===== config.mk =====
export PLATFORM = sky130hd
export DESIGN_NAME = pcoc_port_ctrl
export DESIGN_NICKNAME = d
export VERILOG_FILES = /design/src/logic/pcoc_pkg.sv /design/src/logic/pcoc_limit_sel.sv /design/src/logic/pcoc_port_ctrl.sv
export VERILOG_INCLUDE_DIRS = /design/src /design/src/logic
export SDC_FILE = /design/constraint.sdc
export NUM_CORES = 1
export LEC_CHECK = 0
export ABC_AREA = 1
export BUFFER_PORTS_ARGS = -buffer_cell sky130_fd_sc_hd__buf_2
export CAP_MARGIN = 10
export CELL_PAD_IN_SITES_DETAIL_PLACEMENT = 0
export CELL_PAD_IN_SITES_GLOBAL_PLACEMENT = 2
export CORE_ASPECT_RATIO = 0.8
export CORE_UTILIZATION = 30
export CTS_BUF_LIST = sky130_fd_sc_hd__clkbuf_4 sky130_fd_sc_hd__clkbuf_8
export CTS_CLUSTER_DIAMETER = 30
export DETAILED_ROUTE_END_ITERATION = 16
export PLACE_DENSITY = 0.67
export SETUP_SLACK_MARGIN = 0.5
export SYNTH_ARGS = -nofsm -noshare
export SYNTH_HDL_FRONTEND = slang
export SYNTH_SLANG_ARGS = --single-unit
export TNS_END_PERCENT = 5

===== constraint.sdc =====
create_clock -name clock -period 34.4 [get_ports clock]
set_input_delay 3.44 -clock clock [delete_from_list [all_inputs] [get_ports clock]]
set_output_delay 3.44 -clock clock [all_outputs]
set_load 0.005 [all_outputs]

===== src/logic/pcoc_consts.svh =====
`ifndef PCOC_CONSTS_SVH
`define PCOC_CONSTS_SVH

// ---------------------------------------------------------------
// classification bands, currents in mA (upper inclusive bounds)
// ---------------------------------------------------------------
`define PCOC_CLS0_MAX 8'd5
`define PCOC_CLS1_MAX 8'd13
`define PCOC_CLS2_MAX 8'd21
`define PCOC_CLS3_MAX 8'd31
`define PCOC_CLS4_MAX 8'd45
`define PCOC_INVALID_MA 8'd51

// ---------------------------------------------------------------
// current limits in mA
// ---------------------------------------------------------------
`define PCOC_STARTUP_LIMIT_MA 12'd420
`define PCOC_C5A_CUT_MA 12'd748
`define PCOC_C5A_LIM_MA 12'd850
`define PCOC_C5B_CUT_MA 12'd792
`define PCOC_C5B_LIM_MA 12'd900
`define PCOC_C5C_CUT_MA 12'd836
`define PCOC_C5C_LIM_MA 12'd950
`define PCOC_CLS_LOW_LIM_MA 12'd425
`define PCOC_CLS4_LIM_MA 12'd720
`define PCOC_FOLDBACK_FLOOR_MA 12'd100
`define PCOC_OVERSHOOT_MA 12'd2000
`define PCOC_CUT_NUM 12'd88
`define PCOC_CUT_DEN 12'd100

// ---------------------------------------------------------------
// foldback knees, port voltage in V
// ---------------------------------------------------------------
`define PCOC_FB_HIGH_V 8'd27
`define PCOC_FB_LOW_V 8'd10

// ---------------------------------------------------------------
// timing, 10 MHz clock
// ---------------------------------------------------------------
`define PCOC_CLK_HZ 100000000/10
`define PCOC_FAULT_US 60000
`define PCOC_STARTUP_US 60000
`define PCOC_DISC_US 350000
`define PCOC_CLASS_US 10000
`define PCOC_MARK_US 8000
`define PCOC_DECR_RATIO 16

`endif


===== src/logic/pcoc_pkg.sv =====
package pcoc_pkg;
  // port state machine, one-hot
  typedef enum logic [8:0] {
    PCOC_IDLE    = 9'h001,
    PCOC_DETECT  = 9'h002,
    PCOC_CLASS1  = 9'h004,
    PCOC_MARK1   = 9'h008,
    PCOC_CLASS2  = 9'h010,
    PCOC_MARK2   = 9'h020,
    PCOC_STARTUP = 9'h040,
    PCOC_NORMAL  = 9'h080,
    PCOC_COOL    = 9'h100
  } pcoc_state_t;

  // class result
  typedef enum logic [2:0] {
    PCOC_C0 = 3'h0, PCOC_C1 = 3'h1, PCOC_C2 = 3'h2, PCOC_C3 = 3'h3,
    PCOC_C4 = 3'h4, PCOC_C5 = 3'h5, PCOC_CINV = 3'h7
  } pcoc_class_t;

  // analogue measurements presented to the logic
  typedef struct packed {
    logic [7:0] classification_current;
    logic [11:0] sensed_load_current;
    logic [7:0] port_voltage;
  } pcoc_meas_t;

  // controls to the analogue front end
  typedef struct packed {
    logic probe_class;
    logic probe_mark;
    logic detect_on;
    logic port_on;
    logic fast_pulldown;
    logic [11:0] current_limit_threshold;
    logic [11:0] overcurrent_cut_threshold;
  } pcoc_ctrl_t;
endpackage


===== src/logic/pcoc_limit_sel.sv =====
`timescale 1ns/1ns
`include "pcoc_consts.svh"
// maps class, phase and port voltage to limit and cut thresholds
module pcoc_limit_sel (
  // selection inputs
  input wire pcoc_pkg::pcoc_class_t cls,
  input wire logic startup,
  input wire logic class5_limit_sel_a,
  input wire logic class5_limit_sel_b,
  input wire logic [7:0] port_voltage,
  // thresholds
  output logic [11:0] limit_ma,
  output logic [11:0] cut_ma
);
  logic [11:0] base_lim; // limit before foldback
  logic [11:0] base_cut; // cut before foldback
  logic [23:0] scaled; // foldback interpolation product

  // ---------------------------------------------------------------
  // base thresholds
  // ---------------------------------------------------------------
  always_comb begin
    base_lim = `PCOC_CLS_LOW_LIM_MA;
    base_cut = 12'((24'(`PCOC_CLS_LOW_LIM_MA) * 24'(`PCOC_CUT_NUM)) / 24'(`PCOC_CUT_DEN));
    if (startup) begin
      base_lim = `PCOC_STARTUP_LIMIT_MA;
      base_cut = `PCOC_STARTUP_LIMIT_MA;
    end else if (cls == pcoc_pkg::PCOC_C5) begin
      // inputs are active low: grounded pin selects
      if (!class5_limit_sel_a && !class5_limit_sel_b) begin
        base_lim = `PCOC_C5C_LIM_MA;
        base_cut = `PCOC_C5C_CUT_MA;
      end else if (!class5_limit_sel_b) begin
        base_lim = `PCOC_C5B_LIM_MA;
        base_cut = `PCOC_C5B_CUT_MA;
      end else begin
        base_lim = `PCOC_C5A_LIM_MA;
        base_cut = `PCOC_C5A_CUT_MA;
      end
    end else if (cls == pcoc_pkg::PCOC_C4) begin
      base_lim = `PCOC_CLS4_LIM_MA;
      base_cut = 12'((24'(`PCOC_CLS4_LIM_MA) * 24'(`PCOC_CUT_NUM)) / 24'(`PCOC_CUT_DEN));
    end
  end

  // ---------------------------------------------------------------
  // foldback: linear between floor and base across the knees
  // ---------------------------------------------------------------
  always_comb begin
    scaled = 24'h000000;
    if (port_voltage >= `PCOC_FB_HIGH_V) begin
      limit_ma = base_lim;
      cut_ma = base_cut;
    end else if (port_voltage < `PCOC_FB_LOW_V) begin
      limit_ma = `PCOC_FOLDBACK_FLOOR_MA;
      cut_ma = `PCOC_FOLDBACK_FLOOR_MA;
    end else begin
      // interpolation keeps the mosfet dissipation bounded
      scaled = 24'(base_lim - `PCOC_FOLDBACK_FLOOR_MA) * 24'(port_voltage - `PCOC_FB_LOW_V)
               / 24'(`PCOC_FB_HIGH_V - `PCOC_FB_LOW_V);
      limit_ma = `PCOC_FOLDBACK_FLOOR_MA + scaled[11:0];
      cut_ma = 12'((24'(limit_ma) * 24'(`PCOC_CUT_NUM)) / 24'(`PCOC_CUT_DEN));
    end
  end
endmodule


===== src/logic/pcoc_port_ctrl.sv =====
`timescale 1ns/1ns
`include "pcoc_consts.svh"
// Function
// - map class current to classes 0-4 by bands
// - class 5 above class 4 band when enabled
// - both selects high disables class 5
// - class 5 limits from the select pins
// - second class event only for 4 or 5
// - mark events after each of the two class events
// - powered entry clears timers; startup then normal
// - fast pulldown on overshoot above limit
// - normal cut threshold about 88 percent limit
// - fault counter increments over applicable threshold
// - fault counter decrements slower when below
// - counter at limit powers port down
// - after fault, repower only at zero count
// - normal thresholds follow class result
// - startup uses fixed 420 mA limit
// - foldback below 27 V, floor below 10 V
// - invalid class without class 5 returns idle
// - dc disconnect after low current persists
module pcoc_port_ctrl #(
  parameter int FAULT_CYCLES = (`PCOC_FAULT_US * (`PCOC_CLK_HZ / 1000000)),
  parameter int STARTUP_CYCLES = (`PCOC_STARTUP_US * (`PCOC_CLK_HZ / 1000000)),
  parameter int DISC_CYCLES = (`PCOC_DISC_US * (`PCOC_CLK_HZ / 1000000)),
  parameter int CLASS_CYCLES = (`PCOC_CLASS_US * (`PCOC_CLK_HZ / 1000000)),
  parameter int MARK_CYCLES = (`PCOC_MARK_US * (`PCOC_CLK_HZ / 1000000)),
  parameter int DECR_RATIO = `PCOC_DECR_RATIO
) (
  // clock and reset
  input wire logic clock,
  input wire logic rst_n,
  // configuration pins, asynchronous
  input wire logic class5_limit_sel_a,
  input wire logic class5_limit_sel_b,
  input wire logic dc_disconnect_sel,
  // analogue front end results, asynchronous
  input wire logic detect_done,
  input wire logic detect_valid,
  input wire logic below_dc_disconnect_threshold,
  input wire pcoc_pkg::pcoc_meas_t meas,
  // front end controls
  output pcoc_pkg::pcoc_ctrl_t ctrl,
  // status
  output pcoc_pkg::pcoc_class_t class_result,
  output logic overcurrent_fault
);
  localparam int CW = 24; // width of the shared timers

  // synchronised inputs
  logic [1:0] sel_a_s, sel_b_s, dcsel_s, ddone_s, dvalid_s, below_s;
  pcoc_pkg::pcoc_meas_t meas_s1, meas_s2;
  // latched configuration
  logic c5_en_r, dc_mode_r, sel_a_r, sel_b_r, cfg_taken_r;
  // state
  pcoc_pkg::pcoc_state_t state_r, state_nxt;
  pcoc_pkg::pcoc_class_t cls_r;
  pcoc_pkg::pcoc_class_t cls_now;
  logic [CW-1:0] step_r; // phase timer
  logic [CW-1:0] fault_r; // overcurrent fault counter
  logic [CW-1:0] disc_r; // disconnect timer
  logic [7:0] decr_div_r; // slows the fault counter decrement
  logic fault_off_r; // port was shut by overcurrent
  logic [11:0] lim_ma, cut_ma;
  logic over, powered, entering_power;

  // ---------------------------------------------------------------
  // two-flop synchronisers
  // ---------------------------------------------------------------
  always_ff @(posedge clock or negedge rst_n) begin
    if (!rst_n) begin
      sel_a_s <= 2'h3;
      sel_b_s <= 2'h3;
      dcsel_s <= 2'h0;
      ddone_s <= 2'h0;
      dvalid_s <= 2'h0;
      below_s <= 2'h0;
      meas_s1 <= '0;
      meas_s2 <= '0;
    end else begin
      sel_a_s <= {sel_a_s[0], class5_limit_sel_a};
      sel_b_s <= {sel_b_s[0], class5_limit_sel_b};
      dcsel_s <= {dcsel_s[0], dc_disconnect_sel};
      ddone_s <= {ddone_s[0], detect_done};
      dvalid_s <= {dvalid_s[0], detect_valid};
      below_s <= {below_s[0], below_dc_disconnect_threshold};
      meas_s1 <= meas;
      meas_s2 <= meas_s1;
    end
  end

  // ---------------------------------------------------------------
  // configuration capture once after reset release
  // ---------------------------------------------------------------
  // pins are only read after the synchroniser has filled
  always_ff @(posedge clock or negedge rst_n) begin
    if (!rst_n) begin
      cfg_taken_r <= 1'b0;
      c5_en_r <= 1'b0;
      dc_mode_r <= 1'b0;
      sel_a_r <= 1'b1;
      sel_b_r <= 1'b1;
    end else if (!cfg_taken_r && state_r == pcoc_pkg::PCOC_IDLE && step_r == CW'(2)) begin
      cfg_taken_r <= 1'b1;
      c5_en_r <= !(sel_a_s[1] && sel_b_s[1]);
      dc_mode_r <= dcsel_s[1];
      sel_a_r <= sel_a_s[1];
      sel_b_r <= sel_b_s[1];
    end
  end

  // ---------------------------------------------------------------
  // class decode
  // ---------------------------------------------------------------
  // guard bands resolve to the lower class
  always_comb begin
    if (meas_s2.classification_current <= `PCOC_CLS0_MAX + 8'd2) cls_now = pcoc_pkg::PCOC_C0;
    else if (meas_s2.classification_current <= `PCOC_CLS1_MAX + 8'd2) cls_now = pcoc_pkg::PCOC_C1;
    else if (meas_s2.classification_current <= `PCOC_CLS2_MAX + 8'd3) cls_now = pcoc_pkg::PCOC_C2;
    else if (meas_s2.classification_current <= `PCOC_CLS3_MAX + 8'd3) cls_now = pcoc_pkg::PCOC_C3;
    else if (meas_s2.classification_current <= `PCOC_CLS4_MAX) cls_now = pcoc_pkg::PCOC_C4;
    else if (c5_en_r) cls_now = pcoc_pkg::PCOC_C5;
    else if (meas_s2.classification_current < `PCOC_INVALID_MA) cls_now = pcoc_pkg::PCOC_C4;
    else cls_now = pcoc_pkg::PCOC_CINV;
  end

  // ---------------------------------------------------------------
  // threshold selection
  // ---------------------------------------------------------------
  pcoc_limit_sel u_limit_sel (
    .cls(cls_r),
    .startup(state_nxt == pcoc_pkg::PCOC_STARTUP),
    .class5_limit_sel_a(sel_a_r),
    .class5_limit_sel_b(sel_b_r),
    .port_voltage(meas_s2.port_voltage),
    .limit_ma(lim_ma),
    .cut_ma(cut_ma)
  );

  assign powered = (state_r == pcoc_pkg::PCOC_STARTUP) || (state_r == pcoc_pkg::PCOC_NORMAL);
  // lookup runs on the next state, so the registered copy fits this one and no loop forms
  assign over = (state_r == pcoc_pkg::PCOC_STARTUP) ? (meas_s2.sensed_load_current > ctrl.current_limit_threshold) :
                (meas_s2.sensed_load_current > ctrl.overcurrent_cut_threshold);
  assign entering_power = (state_r != pcoc_pkg::PCOC_STARTUP) && (state_nxt == pcoc_pkg::PCOC_STARTUP);

  // ---------------------------------------------------------------
  // state sequencing
  // ---------------------------------------------------------------
  always_comb begin
    state_nxt = state_r;
    unique case (state_r)
      pcoc_pkg::PCOC_IDLE: begin
        // cool-down gate: no power until counter drained
        if (cfg_taken_r && fault_r == '0) state_nxt = pcoc_pkg::PCOC_DETECT;
      end
      pcoc_pkg::PCOC_DETECT: begin
        if (ddone_s[1]) state_nxt = dvalid_s[1] ? pcoc_pkg::PCOC_CLASS1 : pcoc_pkg::PCOC_IDLE;
      end
      pcoc_pkg::PCOC_CLASS1: begin
        if (step_r == CW'(CLASS_CYCLES - 1)) begin
          if (cls_now == pcoc_pkg::PCOC_CINV) state_nxt = pcoc_pkg::PCOC_IDLE;
          else if (cls_now == pcoc_pkg::PCOC_C4 || cls_now == pcoc_pkg::PCOC_C5) begin
            state_nxt = pcoc_pkg::PCOC_MARK1;
          end else state_nxt = pcoc_pkg::PCOC_STARTUP;
        end
      end
      pcoc_pkg::PCOC_MARK1: begin
        if (step_r == CW'(MARK_CYCLES - 1)) state_nxt = pcoc_pkg::PCOC_CLASS2;
      end
      pcoc_pkg::PCOC_CLASS2: begin
        if (step_r == CW'(CLASS_CYCLES - 1)) begin
          state_nxt = (cls_now == pcoc_pkg::PCOC_CINV) ? pcoc_pkg::PCOC_IDLE : pcoc_pkg::PCOC_MARK2;
        end
      end
      pcoc_pkg::PCOC_MARK2: begin
        if (step_r == CW'(MARK_CYCLES - 1)) state_nxt = pcoc_pkg::PCOC_STARTUP;
      end
      pcoc_pkg::PCOC_STARTUP: begin
        if (fault_r >= CW'(FAULT_CYCLES - 1) && over) state_nxt = pcoc_pkg::PCOC_COOL;
        else if (step_r == CW'(STARTUP_CYCLES - 1)) state_nxt = pcoc_pkg::PCOC_NORMAL;
      end
      pcoc_pkg::PCOC_NORMAL: begin
        if (fault_r >= CW'(FAULT_CYCLES - 1) && over) state_nxt = pcoc_pkg::PCOC_COOL;
        else if (dc_mode_r && disc_r >= CW'(DISC_CYCLES - 1) && below_s[1]) begin
          state_nxt = pcoc_pkg::PCOC_IDLE;
        end
      end
      pcoc_pkg::PCOC_COOL: begin
        if (fault_r == '0) state_nxt = pcoc_pkg::PCOC_IDLE;
      end
      default: state_nxt = pcoc_pkg::PCOC_IDLE;
    endcase
  end

  // state register
  always_ff @(posedge clock or negedge rst_n) begin
    if (!rst_n) state_r <= pcoc_pkg::PCOC_IDLE;
    else state_r <= state_nxt;
  end

  // phase timer restarts on every state change
  always_ff @(posedge clock or negedge rst_n) begin
    if (!rst_n) step_r <= '0;
    else if (state_nxt != state_r) step_r <= '0;
    else if (step_r != {CW{1'b1}}) step_r <= step_r + CW'(1);
  end

  // class result held from the last class event
  always_ff @(posedge clock or negedge rst_n) begin
    if (!rst_n) cls_r <= pcoc_pkg::PCOC_C0;
    else if ((state_r == pcoc_pkg::PCOC_CLASS1 || state_r == pcoc_pkg::PCOC_CLASS2)
             && step_r == CW'(CLASS_CYCLES - 1)) cls_r <= cls_now;
  end

  // ---------------------------------------------------------------
  // overcurrent fault counter
  // ---------------------------------------------------------------
  // decrement runs at 1/DECR_RATIO so short bursts accumulate
  always_ff @(posedge clock or negedge rst_n) begin
    if (!rst_n) decr_div_r <= 8'h00;
    else if (decr_div_r == 8'(DECR_RATIO - 1)) decr_div_r <= 8'h00;
    else decr_div_r <= decr_div_r + 8'h01;
  end

  always_ff @(posedge clock or negedge rst_n) begin
    if (!rst_n) fault_r <= '0;
    else if (entering_power) fault_r <= '0;
    else if (powered && over) begin
      if (fault_r < CW'(FAULT_CYCLES)) fault_r <= fault_r + CW'(1);
    end else if (decr_div_r == 8'(DECR_RATIO - 1) && fault_r != '0) begin
      fault_r <= fault_r - CW'(1);
    end
  end

  // fault flag: set wins over the clear on a fresh shutdown
  always_ff @(posedge clock or negedge rst_n) begin
    if (!rst_n) fault_off_r <= 1'b0;
    else if (state_nxt == pcoc_pkg::PCOC_COOL && state_r != pcoc_pkg::PCOC_COOL) fault_off_r <= 1'b1;
    else if (entering_power) fault_off_r <= 1'b0;
  end

  // disconnect timer: counts while current stays low
  always_ff @(posedge clock or negedge rst_n) begin
    if (!rst_n) disc_r <= '0;
    else if (entering_power || !below_s[1]) disc_r <= '0;
    else if (state_r == pcoc_pkg::PCOC_NORMAL && disc_r != {CW{1'b1}}) disc_r <= disc_r + CW'(1);
  end

  // ---------------------------------------------------------------
  // registered outputs
  // ---------------------------------------------------------------
  always_ff @(posedge clock or negedge rst_n) begin
    if (!rst_n) begin
      ctrl <= '0;
    end else begin
      ctrl.probe_class <= state_nxt == pcoc_pkg::PCOC_CLASS1 || state_nxt == pcoc_pkg::PCOC_CLASS2;
      ctrl.probe_mark <= state_nxt == pcoc_pkg::PCOC_MARK1 || state_nxt == pcoc_pkg::PCOC_MARK2;
      ctrl.detect_on <= state_nxt == pcoc_pkg::PCOC_DETECT;
      ctrl.port_on <= state_nxt == pcoc_pkg::PCOC_STARTUP || state_nxt == pcoc_pkg::PCOC_NORMAL;
      // overshoot margin above limit triggers the pulldown
      ctrl.fast_pulldown <= powered &&
                            ({1'b0, meas_s2.sensed_load_current} > {1'b0, lim_ma} + {1'b0, `PCOC_OVERSHOOT_MA});
      ctrl.current_limit_threshold <= lim_ma;
      ctrl.overcurrent_cut_threshold <= cut_ma;
    end
  end

  assign class_result = cls_r;
  assign overcurrent_fault = fault_off_r;
endmodule


==> qor.csv <==
stage;metric;value;unit
hold_path;hold_path.class;reg -> reg;
setup_path;critPathMaxStageDelay;0.62;ns
sta;tightest_slew;1.02;ns
run;cap_violations;0;
finish;final_cell_mix;inv_1, nand2_1, nor2_1;
setup_path;slowest_stage;fa_2;
synthesis;synth_seq_cells;195;
placed_design;placed_cells;5039;
die;row_count;99;
finish;fin_cells;5139;
grt;first_global_vias;22796;
sta;finalSetupTns;0;ns
die;io_pins;69;
clock_tree;clk_path_buf_depth;2;
detailed_routing;wirelength;81800;µm
clock_tree;clk_root_buffer_cell;clkbuf_8;
sta;grt_setup_unrepaired;no;
placed_design;portBuffers;68;
detailed_routing;postRouteAntennaNets;0;
die;core_region_area;91700;µm²
clock_tree;numCtsBuffers;17;
synthesis;synth_edf_count;0;
die;initial_core_util;30.5;%
detailed_routing;first_iter_violations;1162;
detailed_routing;vias_per_cell;4.54;
setup_path;cp-end-kind;register;
die;chipHeight;275;µm
synthesis;ys_warn_count;0;
setup_path;arrival;31.65;ns
synthesis;postSynth.asyncResetShare;100;%
grt;grt_pass1_wl;131000;µm
sta;drv_slew;0;
setup_path;cp.required;34.84;ns
die;die_width;343;µm
finish;nFillCells;9906;
synthesis;avgSynthCellArea;7.50;µm²
finish;multi_input_area;20300;µm²
sta;finalCriticalPeriod;31.22;ns
clock_tree;cts.sinks;195;
finish;finalNetCount;4314;
finish;drive_above_1_share;21.3;%
setup_path;path_class;reg -> reg;
sta;fin_worst_skew;0.0269;ns
finish;area.sequential;4890;µm²
synthesis;yosysUniqueCellTypes;83;
setup_path;startpoint_type;register;
clock_tree;htree_levels;4;
grt;overflow;0;
grt;antenna_found_initial;3;
synthesis;synth_area;27900;µm²
detailed_routing;via_count;23339;
clock_tree;clkTransAtPathRegs;0.13;ns
finish;final_common_cell;inv_1;
setup_path;crit_fanout;10;
run_status;status;finished clean;
clock_tree;clk_latency;0.54;ns
placed_design;hpwl;69600;µm
sta;slew_headroom;31.4;%
synthesis;ys_seq_area_share;17.5;%
clock_tree;hold_buffers;0;
synthesis;synth-main-ff-cell;dfrtp_1;
grt;grt_use_total;17.7;%
finish;layout-area-overhead-vs-synth;11.8;%
die;fp.dieArea;94300;µm²
detailed_routing;wl_per_cell;15.9;µm
sta;fin_crit_sh;90.7;%
setup_path;crit_top_cell;nand2_2;
finish;antennaDiodeCount;0;
synthesis;syn_inst;3725;
sta;hold_viol_final;0;
clock_tree;cts_tree;built;
detailed_routing;drtPass1Iterations;5;
grt;grt_max_degree;129;
finish;final_core_util;34.1;%
sta;setup_viol_count_final;0;
detailed_routing;drc_errors;0;
placed_design;gp_congestion;0.837;
sta;fmax;0.0320;GHz
sequential cells by signal (all words and copies together), names as in the netlist, 3 cells and up:
name and flops:
meas_s1 28, fault_r 24, decr_div_r 8, meas_s2 28
disc_r 24, state_r 9, class_result 3, step_r 24
ctrl 29
cells by family (layout without fill, tap and decap cells):
| logic type | Yosys count | in the layout | share of synthesized area (%) |
|---|---|---|---|
| flip-flops | 195 | 195 | 17.5 |
| AND/OR/NAND/NOR | 1862 | 1863 | 36.3 |
| adder cells (fa/ha/maj) | 364 | 364 | 21.2 |
| buffers and inverters | 796 | 956 | 11.7 |
| other | 2 | 43 | 0.0269 |
| XOR/XNOR | 157 | 157 | 5.15 |
| AO/OA/AOI/OAI | 349 | 349 | 8.06 |
cells in the mapped netlist (all sizes together), types with 2 or more instances:
library cell | number | area share (%)
nand3b | 8 | 0.22
xnor2 | 43 | 1.3
nor4 | 24 | 0.54
o311ai | 3 | 0.094
a211oi | 14 | 0.38
conb | 2 | 0.027
o22ai | 5 | 0.11
o211ai | 14 | 0.38
a21boi | 6 | 0.20
bufinv | 5 | 0.31
a311oi | 2 | 0.063
a2111oi | 2 | 0.063
o2111ai | 4 | 0.13
xor2 | 114 | 3.8
nor2 | 389 | 6.5
inv | 753 | 10
o21a | 4 | 0.11
nand4 | 99 | 2.6
dfstp | 7 | 0.66
fa | 183 | 13
clkinv | 11 | 0.20
o31ai | 5 | 0.13
o21ai | 120 | 2.6
dfrtp | 188 | 17
nor3b | 8 | 0.22
a31oi | 11 | 0.25
nand2 | 972 | 18
o21bai | 13 | 0.40
nand3 | 286 | 6.7
nor3 | 54 | 1.0
or2 | 18 | 0.41
ha | 181 | 8.1
clkbuf | 13 | 0.21
a21o | 13 | 0.37
buf | 12 | 0.70
and2 | 2 | 0.058
a21oi | 121 | 2.4
a221oi | 5 | 0.16
critical path, delay by kind of cell, from the launching register on:
family	cells	cell delay [ns]
flops	1	0.45
buf+inv	35	3.62
simple gates	169	17.86
xor+xnor	1	0.16
compound gates	19	3.01
fa+ha+maj	15	5.92
worst paths after layout:
kind / startpoint / endpoint / slack [ns] / cells after the start
max: ctrl[8] / ctrl[0] / 3.18 / 239
min: meas_s1[26] / meas_s2[26] / 0.35 / 0
max reg2reg: ctrl[8] / ctrl[0] / 3.18 / 239
min reg2reg: meas_s1[26] / meas_s2[26] / 0.35 / 0
max in group asynchronous: rst_n / ctrl[18] / 29.75 / 2
min in group asynchronous: rst_n / fault_r[19] / 3.02 / 1
routing by layer:
metal / vias to the layer above / wire length (µm) / global-route usage [%]
li1: 12089 / - / -
met5: - / 13 / 0
met4: 2 / 771 / 2.85
met2: 333 / 32400 / 24.7
met1: 10877 / 45600 / 28.6
met3: 38 / 2940 / 2.04
stage by stage:
stage,worst slack [ns],instance area [µm²],hold WS [ns]
final,3.18,31200,0.353
after global routing,0.405,31200,0.366
after CTS,0.535,30200,0.350
after detailed placement,0.269,29800,0.335
after global placement,0.156,29800,0.332
after floorplan,6.04,28100,0.331
repair_timing:
item | 4_1_cts | 5_1_grt
setup endpoints to repair | 1 | 5
pin swaps | 0 | 37
gates cloned | 0 | 1
hold endpoints to repair | 0 | 0
resized for setup | 3 | 102
buffers inserted | 0 | 67
cell type report:
| class | instances | share of cell area, % |
|---|---|---|
| Clock buffer | 18 | 0.793 |
| Tap cell | 1212 | 4.86 |
| Clock inverter | 14 | 0.597 |
| Inverter | 770 | 9.59 |
| Sequential cell | 195 | 15.7 |
| Multi-Input combinational cell | 2776 | 65.1 |
| Timing Repair Buffer | 154 | 3.41 |
Power is not shown: default switching activity piles up to over one toggle a cycle in this logic, so the estimate is an artifact.
